## config.mk

```make
export PLATFORM = sky130hd
export DESIGN_NAME = ubdiv_core
export DESIGN_NICKNAME = d
export VERILOG_FILES = /design/src/rtl/ubdiv_pkg.sv /design/src/rtl/ubdiv_core.sv
export SDC_FILE = /design/constraint.sdc
export NUM_CORES = 2
export LEC_CHECK = 0
export ABC_AREA = 1
export BUFFER_PORTS_ARGS = -buffer_cell sky130_fd_sc_hd__buf_2
export CAP_MARGIN = 40
export CORE_MARGIN = 1
export CORE_UTILIZATION = 30
export DETAILED_ROUTE_END_ITERATION = 7
export PLACE_DENSITY = 0.53
export SKIP_LAST_GASP = 1
export SYNTH_ARGS = -nofsm -noshare
export SYNTH_HDL_FRONTEND = slang
export SYNTH_SLANG_ARGS = --single-unit
```

## constraint.sdc

```tcl
create_clock -name I_SYS_CLK -period 36.4 [get_ports I_SYS_CLK]
set_input_delay 1.82 -clock I_SYS_CLK [delete_from_list [all_inputs] [get_ports I_SYS_CLK]]
set_output_delay 1.82 -clock I_SYS_CLK [all_outputs]
set_load 0.05 [all_outputs]
```

## src/rtl/ubdiv_pkg.sv

```systemverilog
// constants, opcodes and carriers of the unsigned and bcd divider
// assumes a sequencer that presents one instruction at a time
// Function
// - single-word unsigned divide; quotient to word 0, remainder to word 1.
// - double-word unsigned divide; quotient words 0-1, remainder words 2-3.
// - unsigned divides raise error on zero divisor, otherwise clear it.
// - unsigned divides raise zero flag when the quotient is zero.
// - unsigned divides raise negative flag when quotient top bit is one.
// - single-word bcd divide on 4 digits; bcd quotient and remainder.
// - double-word bcd divide on 8 digits; quotient 0-1, remainder 2-3.
// - single bcd divide errors on non-bcd digit or zero divisor.
// - double bcd divide errors on any non-bcd digit or zero divisor.
// - single bcd divide zero flag only when the quotient word is zero.
// - double bcd divide zero flag only when both quotient words are zero.
package ubdiv_pkg;
  localparam int unsigned UBDIV_W = 32;
  localparam int unsigned UBDIV_HW = 16;
  localparam logic [5:0] UBDIV_CNT_W1 = 6'h10;
  localparam logic [5:0] UBDIV_CNT_W2 = 6'h20;
  localparam logic [9:0] UBDIV_OP_U = 10'h1B0;   // 432
  localparam logic [9:0] UBDIV_OP_UL = 10'h1B1;  // 433
  localparam logic [9:0] UBDIV_OP_B = 10'h1B2;   // 434
  localparam logic [9:0] UBDIV_OP_BL = 10'h1B3;  // 435
  localparam logic [3:0] UBDIV_BCD_MAX = 4'h9;

  typedef enum logic [2:0] {
    UBDIV_IDLE = 3'b000,
    UBDIV_CONV = 3'b001,
    UBDIV_DIV = 3'b010,
    UBDIV_BACK = 3'b011,
    UBDIV_DONE = 3'b100
  } ubdiv_state_e;

  typedef struct packed {
    logic [9:0] opcode;
    logic [31:0] dividend_operand;
    logic [31:0] divisor_operand;
  } ubdiv_req_s;

  typedef struct packed {
    logic [31:0] quotient;
    logic [31:0] remainder;
    logic [1:0] words;     // 01: two words, 10: four words
    logic fault_flag_label;
    logic zero_flag_label;
    logic negative;
  } ubdiv_rsp_s;
endpackage : ubdiv_pkg

```

## src/rtl/ubdiv_core.sv

```systemverilog
// divider datapath: unsigned binary and bcd, single and double word
// assumes the sequencer holds a request for one cycle with i_start and
// waits for o_done before the next one
`timescale 1ns/10ps
module ubdiv_core (
  input wire logic I_SYS_CLK,                // 200 MHz clock
  input wire logic I_RST,                    // sync reset, high
  input wire logic I_START,                  // one-cycle request strobe
  input ubdiv_pkg::ubdiv_req_s I_REQ,        // opcode and operands
  output logic O_BUSY,                       // instruction in progress
  output logic O_DONE,                       // one-cycle flags valid pulse
  output logic O_WR_EN,                      // one-cycle result write
  output ubdiv_pkg::ubdiv_rsp_s O_RSP        // results and flags
);
  import ubdiv_pkg::*;

  ////////////////////////////////////////////////////////////////////////
  // combinational helpers

  function automatic logic bcd_ok(input logic [31:0] v);
    logic ok;
    ok = 1'b1;
    for (int i = 0; i < 8; i++) begin
      if (v[i*4 +: 4] > UBDIV_BCD_MAX) begin
        ok = 1'b0;
      end
    end
    return ok;
  endfunction : bcd_ok

  // double dabble, one bit per step would cost cycles; this is one shot
  function automatic logic [31:0] to_bcd(input logic [31:0] b);
    logic [31:0] r;
    r = 32'h0000_0000;
    for (int i = 31; i >= 0; i--) begin
      for (int d = 0; d < 8; d++) begin
        if (r[d*4 +: 4] > 4'h4) begin
          r[d*4 +: 4] = r[d*4 +: 4] + 4'h3;
        end
      end
      r = {r[30:0], b[i]};
    end
    return r;
  endfunction : to_bcd

  function automatic logic [31:0] to_bin(input logic [31:0] v);
    logic [31:0] r;
    r = 32'h0000_0000;
    for (int d = 7; d >= 0; d--) begin
      r = 32'((r << 3) + (r << 1)) + {28'h000_0000, v[d*4 +: 4]};
    end
    return r;
  endfunction : to_bin

  ////////////////////////////////////////////////////////////////////////
  // sequencing and restoring division

  ubdiv_state_e st_q, st_d;
  logic [31:0] dvd_q, dvd_d;
  logic [31:0] dvs_q, dvs_d;
  logic [32:0] rem_q, rem_d;
  logic [5:0] cnt_q, cnt_d;
  logic bcd_q, bcd_d;
  logic dbl_q, dbl_d;
  logic busy_q, busy_d;
  logic done_q, done_d;
  logic wr_q, wr_d;
  ubdiv_rsp_s rsp_q, rsp_d;
  logic is_div, is_bcd, is_dbl, ops_ok, zero_dvs;
  logic [31:0] a_in, b_in;
  logic [32:0] trial;
  logic [31:0] q_fin, r_fin;
  logic [31:0] dvd_bin;

  always_comb begin
    is_bcd = (I_REQ.opcode == UBDIV_OP_B) || (I_REQ.opcode == UBDIV_OP_BL);
    is_dbl = (I_REQ.opcode == UBDIV_OP_UL) || (I_REQ.opcode == UBDIV_OP_BL);
    is_div = (I_REQ.opcode == UBDIV_OP_U) || (I_REQ.opcode == UBDIV_OP_UL)
             || is_bcd;
    // single width ignores the upper half of each operand
    a_in = is_dbl ? I_REQ.dividend_operand
                  : {16'h0000, I_REQ.dividend_operand[15:0]};
    b_in = is_dbl ? I_REQ.divisor_operand
                  : {16'h0000, I_REQ.divisor_operand[15:0]};
    ops_ok = !is_bcd || (bcd_ok(a_in) && bcd_ok(b_in));
    zero_dvs = (b_in == 32'h0000_0000);
    trial = {rem_q[31:0], dvd_q[31]} - {1'b0, dvs_q};
    q_fin = bcd_q ? to_bcd(dvd_q) : dvd_q;
    r_fin = bcd_q ? to_bcd(rem_q[31:0]) : rem_q[31:0];
    // a function result cannot be part-selected, so it is named here
    dvd_bin = to_bin(dvd_q);

    st_d = st_q;
    dvd_d = dvd_q;
    dvs_d = dvs_q;
    rem_d = rem_q;
    cnt_d = cnt_q;
    bcd_d = bcd_q;
    dbl_d = dbl_q;
    busy_d = busy_q;
    done_d = 1'b0;
    wr_d = 1'b0;
    rsp_d = rsp_q;
    case (st_q)
      UBDIV_IDLE: begin
        if (I_START && is_div) begin
          bcd_d = is_bcd;
          dbl_d = is_dbl;
          dvd_d = a_in;
          dvs_d = b_in;
          busy_d = 1'b1;
          rsp_d.words = is_dbl ? 2'b10 : 2'b01;
          if (!ops_ok || zero_dvs) begin
            // result words kept as they were: no write strobe
            rsp_d.fault_flag_label = 1'b1;
            st_d = UBDIV_DONE;
          end else begin
            rsp_d.fault_flag_label = 1'b0;
            st_d = is_bcd ? UBDIV_CONV : UBDIV_DIV;
          end
        end
      end
      UBDIV_CONV: begin
        dvd_d = dvd_bin;
        dvs_d = to_bin(dvs_q);
        st_d = UBDIV_DIV;
        rem_d = 33'h0_0000_0000;
        cnt_d = dbl_q ? UBDIV_CNT_W2 : UBDIV_CNT_W1;
      end
      UBDIV_DIV: begin
        if (cnt_q == 6'h00) begin
          st_d = UBDIV_BACK;
        end else begin
          // restoring step; dividend register fills with quotient bits
          if (!trial[32]) begin
            rem_d = trial;
            dvd_d = {dvd_q[30:0], 1'b1};
          end else begin
            rem_d = {rem_q[31:0], dvd_q[31]};
            dvd_d = {dvd_q[30:0], 1'b0};
          end
          cnt_d = cnt_q - 6'h01;
        end
      end
      UBDIV_BACK: begin
        rsp_d.quotient = q_fin;
        rsp_d.remainder = r_fin;
        rsp_d.zero_flag_label = ~|q_fin;
        rsp_d.negative = !bcd_q &&
                         (dbl_q ? q_fin[31] : q_fin[15]);
        wr_d = 1'b1;
        st_d = UBDIV_DONE;
      end
      UBDIV_DONE: begin
        done_d = 1'b1;
        busy_d = 1'b0;
        st_d = UBDIV_IDLE;
      end
      default: begin
        st_d = UBDIV_IDLE;
      end
    endcase
    // unsigned, single or double width: skip the conversion state, load here
    if (st_q == UBDIV_IDLE && st_d == UBDIV_DIV) begin
      rem_d = 33'h0_0000_0000;
      cnt_d = is_dbl ? UBDIV_CNT_W2 : UBDIV_CNT_W1;
      dvd_d = is_dbl ? a_in : {a_in[15:0], 16'h0000};
    end
    if (st_q == UBDIV_CONV && !dbl_q) begin
      dvd_d = {dvd_bin[15:0], 16'h0000};
    end
  end

  always_ff @(posedge I_SYS_CLK) begin
    if (I_RST) begin
      st_q <= UBDIV_IDLE;
      dvd_q <= 32'h0000_0000;
      dvs_q <= 32'h0000_0000;
      rem_q <= 33'h0_0000_0000;
      cnt_q <= 6'h00;
      bcd_q <= 1'b0;
      dbl_q <= 1'b0;
      busy_q <= 1'b0;
      done_q <= 1'b0;
      wr_q <= 1'b0;
      rsp_q <= '0;
    end else begin
      st_q <= st_d;
      dvd_q <= dvd_d;
      dvs_q <= dvs_d;
      rem_q <= rem_d;
      cnt_q <= cnt_d;
      bcd_q <= bcd_d;
      dbl_q <= dbl_d;
      busy_q <= busy_d;
      done_q <= done_d;
      wr_q <= wr_d;
      rsp_q <= rsp_d;
    end
  end

  assign O_BUSY = busy_q;
  assign O_DONE = done_q;
  assign O_WR_EN = wr_q;
  assign O_RSP = rsp_q;
endmodule : ubdiv_core

```

==> summary.md <==
| Metric | Value |
|---|---|
| Outcome | complete, no violations |
| FMAX | 42.9 MHz |
| Crit. Startpoint | rem_q[29] |
| Setup crit end | O_RSP[34] |
| Cell Area, Synth | 53,100 um2 |
| Reg2reg path depth | 168 |
| TNS Setup | 0 ps |
| IO Port Bufs | 148 |
| Final Hold Viols | 0 |
| Highest fanout seen on the critical path | 6 |
| Worst path max stage delay | 420 ps |
| Placeable Area | 176,000 um2 |
| Largest net degree at the start of global routing | 66 |
| CTS Buf Count | 17 |
| Worst-margin pin slew | 942 ps |
| Drt first pass iters | 6 |
| Overall die height | 423 um |
| HP Class | flop to flop |
| CTS root buf | clkbuf_16 |
| Drt drc | 0 |
| Detail Route Antenna Nets | 0 |
| Syn avg cell area | 5.92 um2 |
| End of the worst register-to-register path | O_RSP[34] |
| Worst path most repeated cell | inv_1 |
| Vias after detailed routing | 53,719 |
| Final setup viols | 0 |
| Fin. max-slew vios | 0 |
| R2R setup slack | 13,060 ps |
| Yosys warns | 0 |
| Period utilisation layout | 64.1% |
| DIE AREA | 179,000 um2 |
| Starting density of the core | 30.2% |
| Routed len/inst | 12.9 um |
| Non-Filler Instances | 11,438 |
| CTS Sinks | 178 |
| Vias in the first global route | 49,446 |
| Routed WL | 147,000 um |
| Die width | 423 um |
| Critical path arrival | 23,780 ps |
| Post-route cell area | 57,400 um2 |
| GPL Wtd Cong | 0.887 |
| DR iter-0 viols | 2,706 |
| Global-route wire length before repair | 240,000 um |
| Number of antenna violations at the first check in global routing | 9 |
| Share of cells above drive strength 1 | 10.2% |
| Synth Register Bits | 178 |
| Number of enable flip-flop cells after synthesis | 0 |
| Post-DP Area | 56,700 um2 |
| Crit. End Element | flop |
| Sequential area share after synthesis | 6.71% |
| Post-CTS Repair Setup Buffers | 0 |
| Final nets | 10,043 |
| Tmin final | 23,340 ps |
| Post-CTS sizing | 0 |
| CP required | 36,840 ps |
| Post-synth ARST share | 0% |
| Layout Skew | 23.5 ps |
| Yosys cell types | 66 |
| Max-cap check violation count | 0 |
| Crit start category | flop |
| Num ports | 149 |
| Area delta synth->final | 8.04% |
| Synth Instances | 8,971 |
| Detailed Place HPWL | 126,000 um |
| Critical path's slowest cell | dfxtp_1 |
| Bufs on Longest Clock Path | 2 |
| WHS | 468 ps |
| Max-slew headroom | 36.6% |
| Vias per cell | 4.70 |
| Reg2reg start | rem_q[29] |
| Rows | 154 |
| CTS tree | built |
| Critical path class | flop to flop |
| DP Cell Count | 11,402 |
| CTS clk-pin slew, worst paths | 90 ps |
| Hold_buf cts | 0 |
| CTS H-tree depth | 4 |
| Ys flop type | dfxtp_1 |
| Unrepaired setup endpoints after global routing | false |
| Mapped Nets | 9,933 |
| Clk_lat worst skew | 520 ps |
| GR Overflow Total | 0 |
| Overall Global Routing Usage | 16.1% |
-- layout make-up --
type / instances / area (um2)
flip-flops and latches: 178 / 3560
repair buffers: 179 / 1100
clock inverters: 15 / 193
clock buffers: 17 / 425
multi-input cells: 7178 / 43400
fillers: 19389 / 119000
well taps: 2340 / 2930
diodes: 4 / 10.0
inverters: 1527 / 5740
-- layer usage --
layer | part of all wire, % | GRT usage, % | vias up
li1 | - | - | 29041
met1 | 48 | 20.6 | 23879
met2 | 47 | 28.5 | 652
met3 | 2.4 | 0.918 | 145
met4 | 3.2 | 5.28 | 2
met5 | 0.0088 | 0 | -
-- flip-flops by register name, summed over array words and instances (netlist names) --
name     cells
O_BUSY       1
O_DONE       1
O_RSP       68
O_WR_EN      1
bcd_q        1
cnt_q        6
dbl_q        1
dvd_q       32
dvs_q       32
rem_q       32
st_q         3
-- placed cells by master, fill, tap and decap left out, types with 13 or more instances in the layout --
cell / instances
nand4_1: 89
nand2_2: 322
nand2_4: 37
nand2_1: 2803
buf_4: 22
nor2_1: 336
a21oi_1: 400
a21o_1: 27
a31oi_1: 23
o2111ai_1: 16
o21ai_4: 21
buf_2: 149
and2_1: 27
a211oi_1: 19
clkbuf_16: 17
o21ai_0: 365
inv_1: 1382
dfxtp_1: 177
xnor2_1: 109
xor2_2: 33
o21ai_2: 67
nand3b_1: 74
o211ai_1: 81
or2_1: 21
ha_1: 856
o21bai_1: 43
nand3_2: 42
fa_1: 29
xor2_1: 287
nand3_1: 795
o21ai_1: 96
inv_2: 132
a221oi_1: 13
-- synthesized netlist by cell type (27+ instances only) --
cell type,n,share of area [%]
nand2_4,37,0.78
o21bai_1,43,0.61
ha_1,856,20
nand3_1,795,7.5
nand3_2,42,0.79
inv_1,1383,9.8
xor2_2,33,1.0
fa_1,29,1.1
xor2_1,288,4.8
nor2_1,337,2.4
o211ai_1,81,1.1
o21ai_2,67,1.1
inv_2,131,0.93
o21ai_1,96,0.90
xnor2_1,109,1.8
and2_1,27,0.32
dfxtp_1,178,6.7
nand2_1,2803,20
nand3b_1,74,1.0
nand4_1,89,1.0
clkbuf_1,71,0.50
a21o_1,27,0.38
nand2_2,322,3.8
a21oi_1,400,3.8
o21ai_0,365,3.4
-- how the worst min path moves through the flow --
stage	slack, ps	start	cells after the start	end
after floorplan	440	cnt_q[0]	1	cnt_q[0]
after global placement	450	O_RSP[1]	2	O_RSP[1]
after detailed placement	460	dvs_q[23]	2	dvs_q[23]
after CTS	470	dvs_q[23]	2	dvs_q[23]
after global routing	500	dvs_q[23]	2	dvs_q[23]
final	470	O_RSP[1]	2	O_RSP[1]
-- stage by stage --
stage          setup WS, ps  utilization (%)
2_1_floorplan         15800                -
3_3_place_gp          13900             32.1
3_5_place_dp          13150             32.2
4_1_cts               13060             32.6
5_1_grt               10310             32.6
6_report              13060             32.6
-- critical path, delay by kind of cell (launching register included) --
kind	cells	cell delay, ps
and+or+nand+nor	60	6690
adders and majority gates	32	6430
xor gates and xnor gates	19	4950
buffers and inverters	51	3910
AOI/OAI and AO/OA	6	930
DFF	1	420
-- kinds of logic after synthesis --
logic type / Yosys count / share of synthesized area (%)
flops: 178 / 6.71
compound gates: 1251 / 14.2
buf+inv: 1615 / 11.6
simple gates: 4606 / 38.5
fa+ha+maj: 885 / 21.3
mux: 1 / 0.0212
xor+xnor: 435 / 7.73
Power is left out: the tool's default activity adds up to more than one toggle a clock period on the data nets, which glitch-free logic cannot reach.
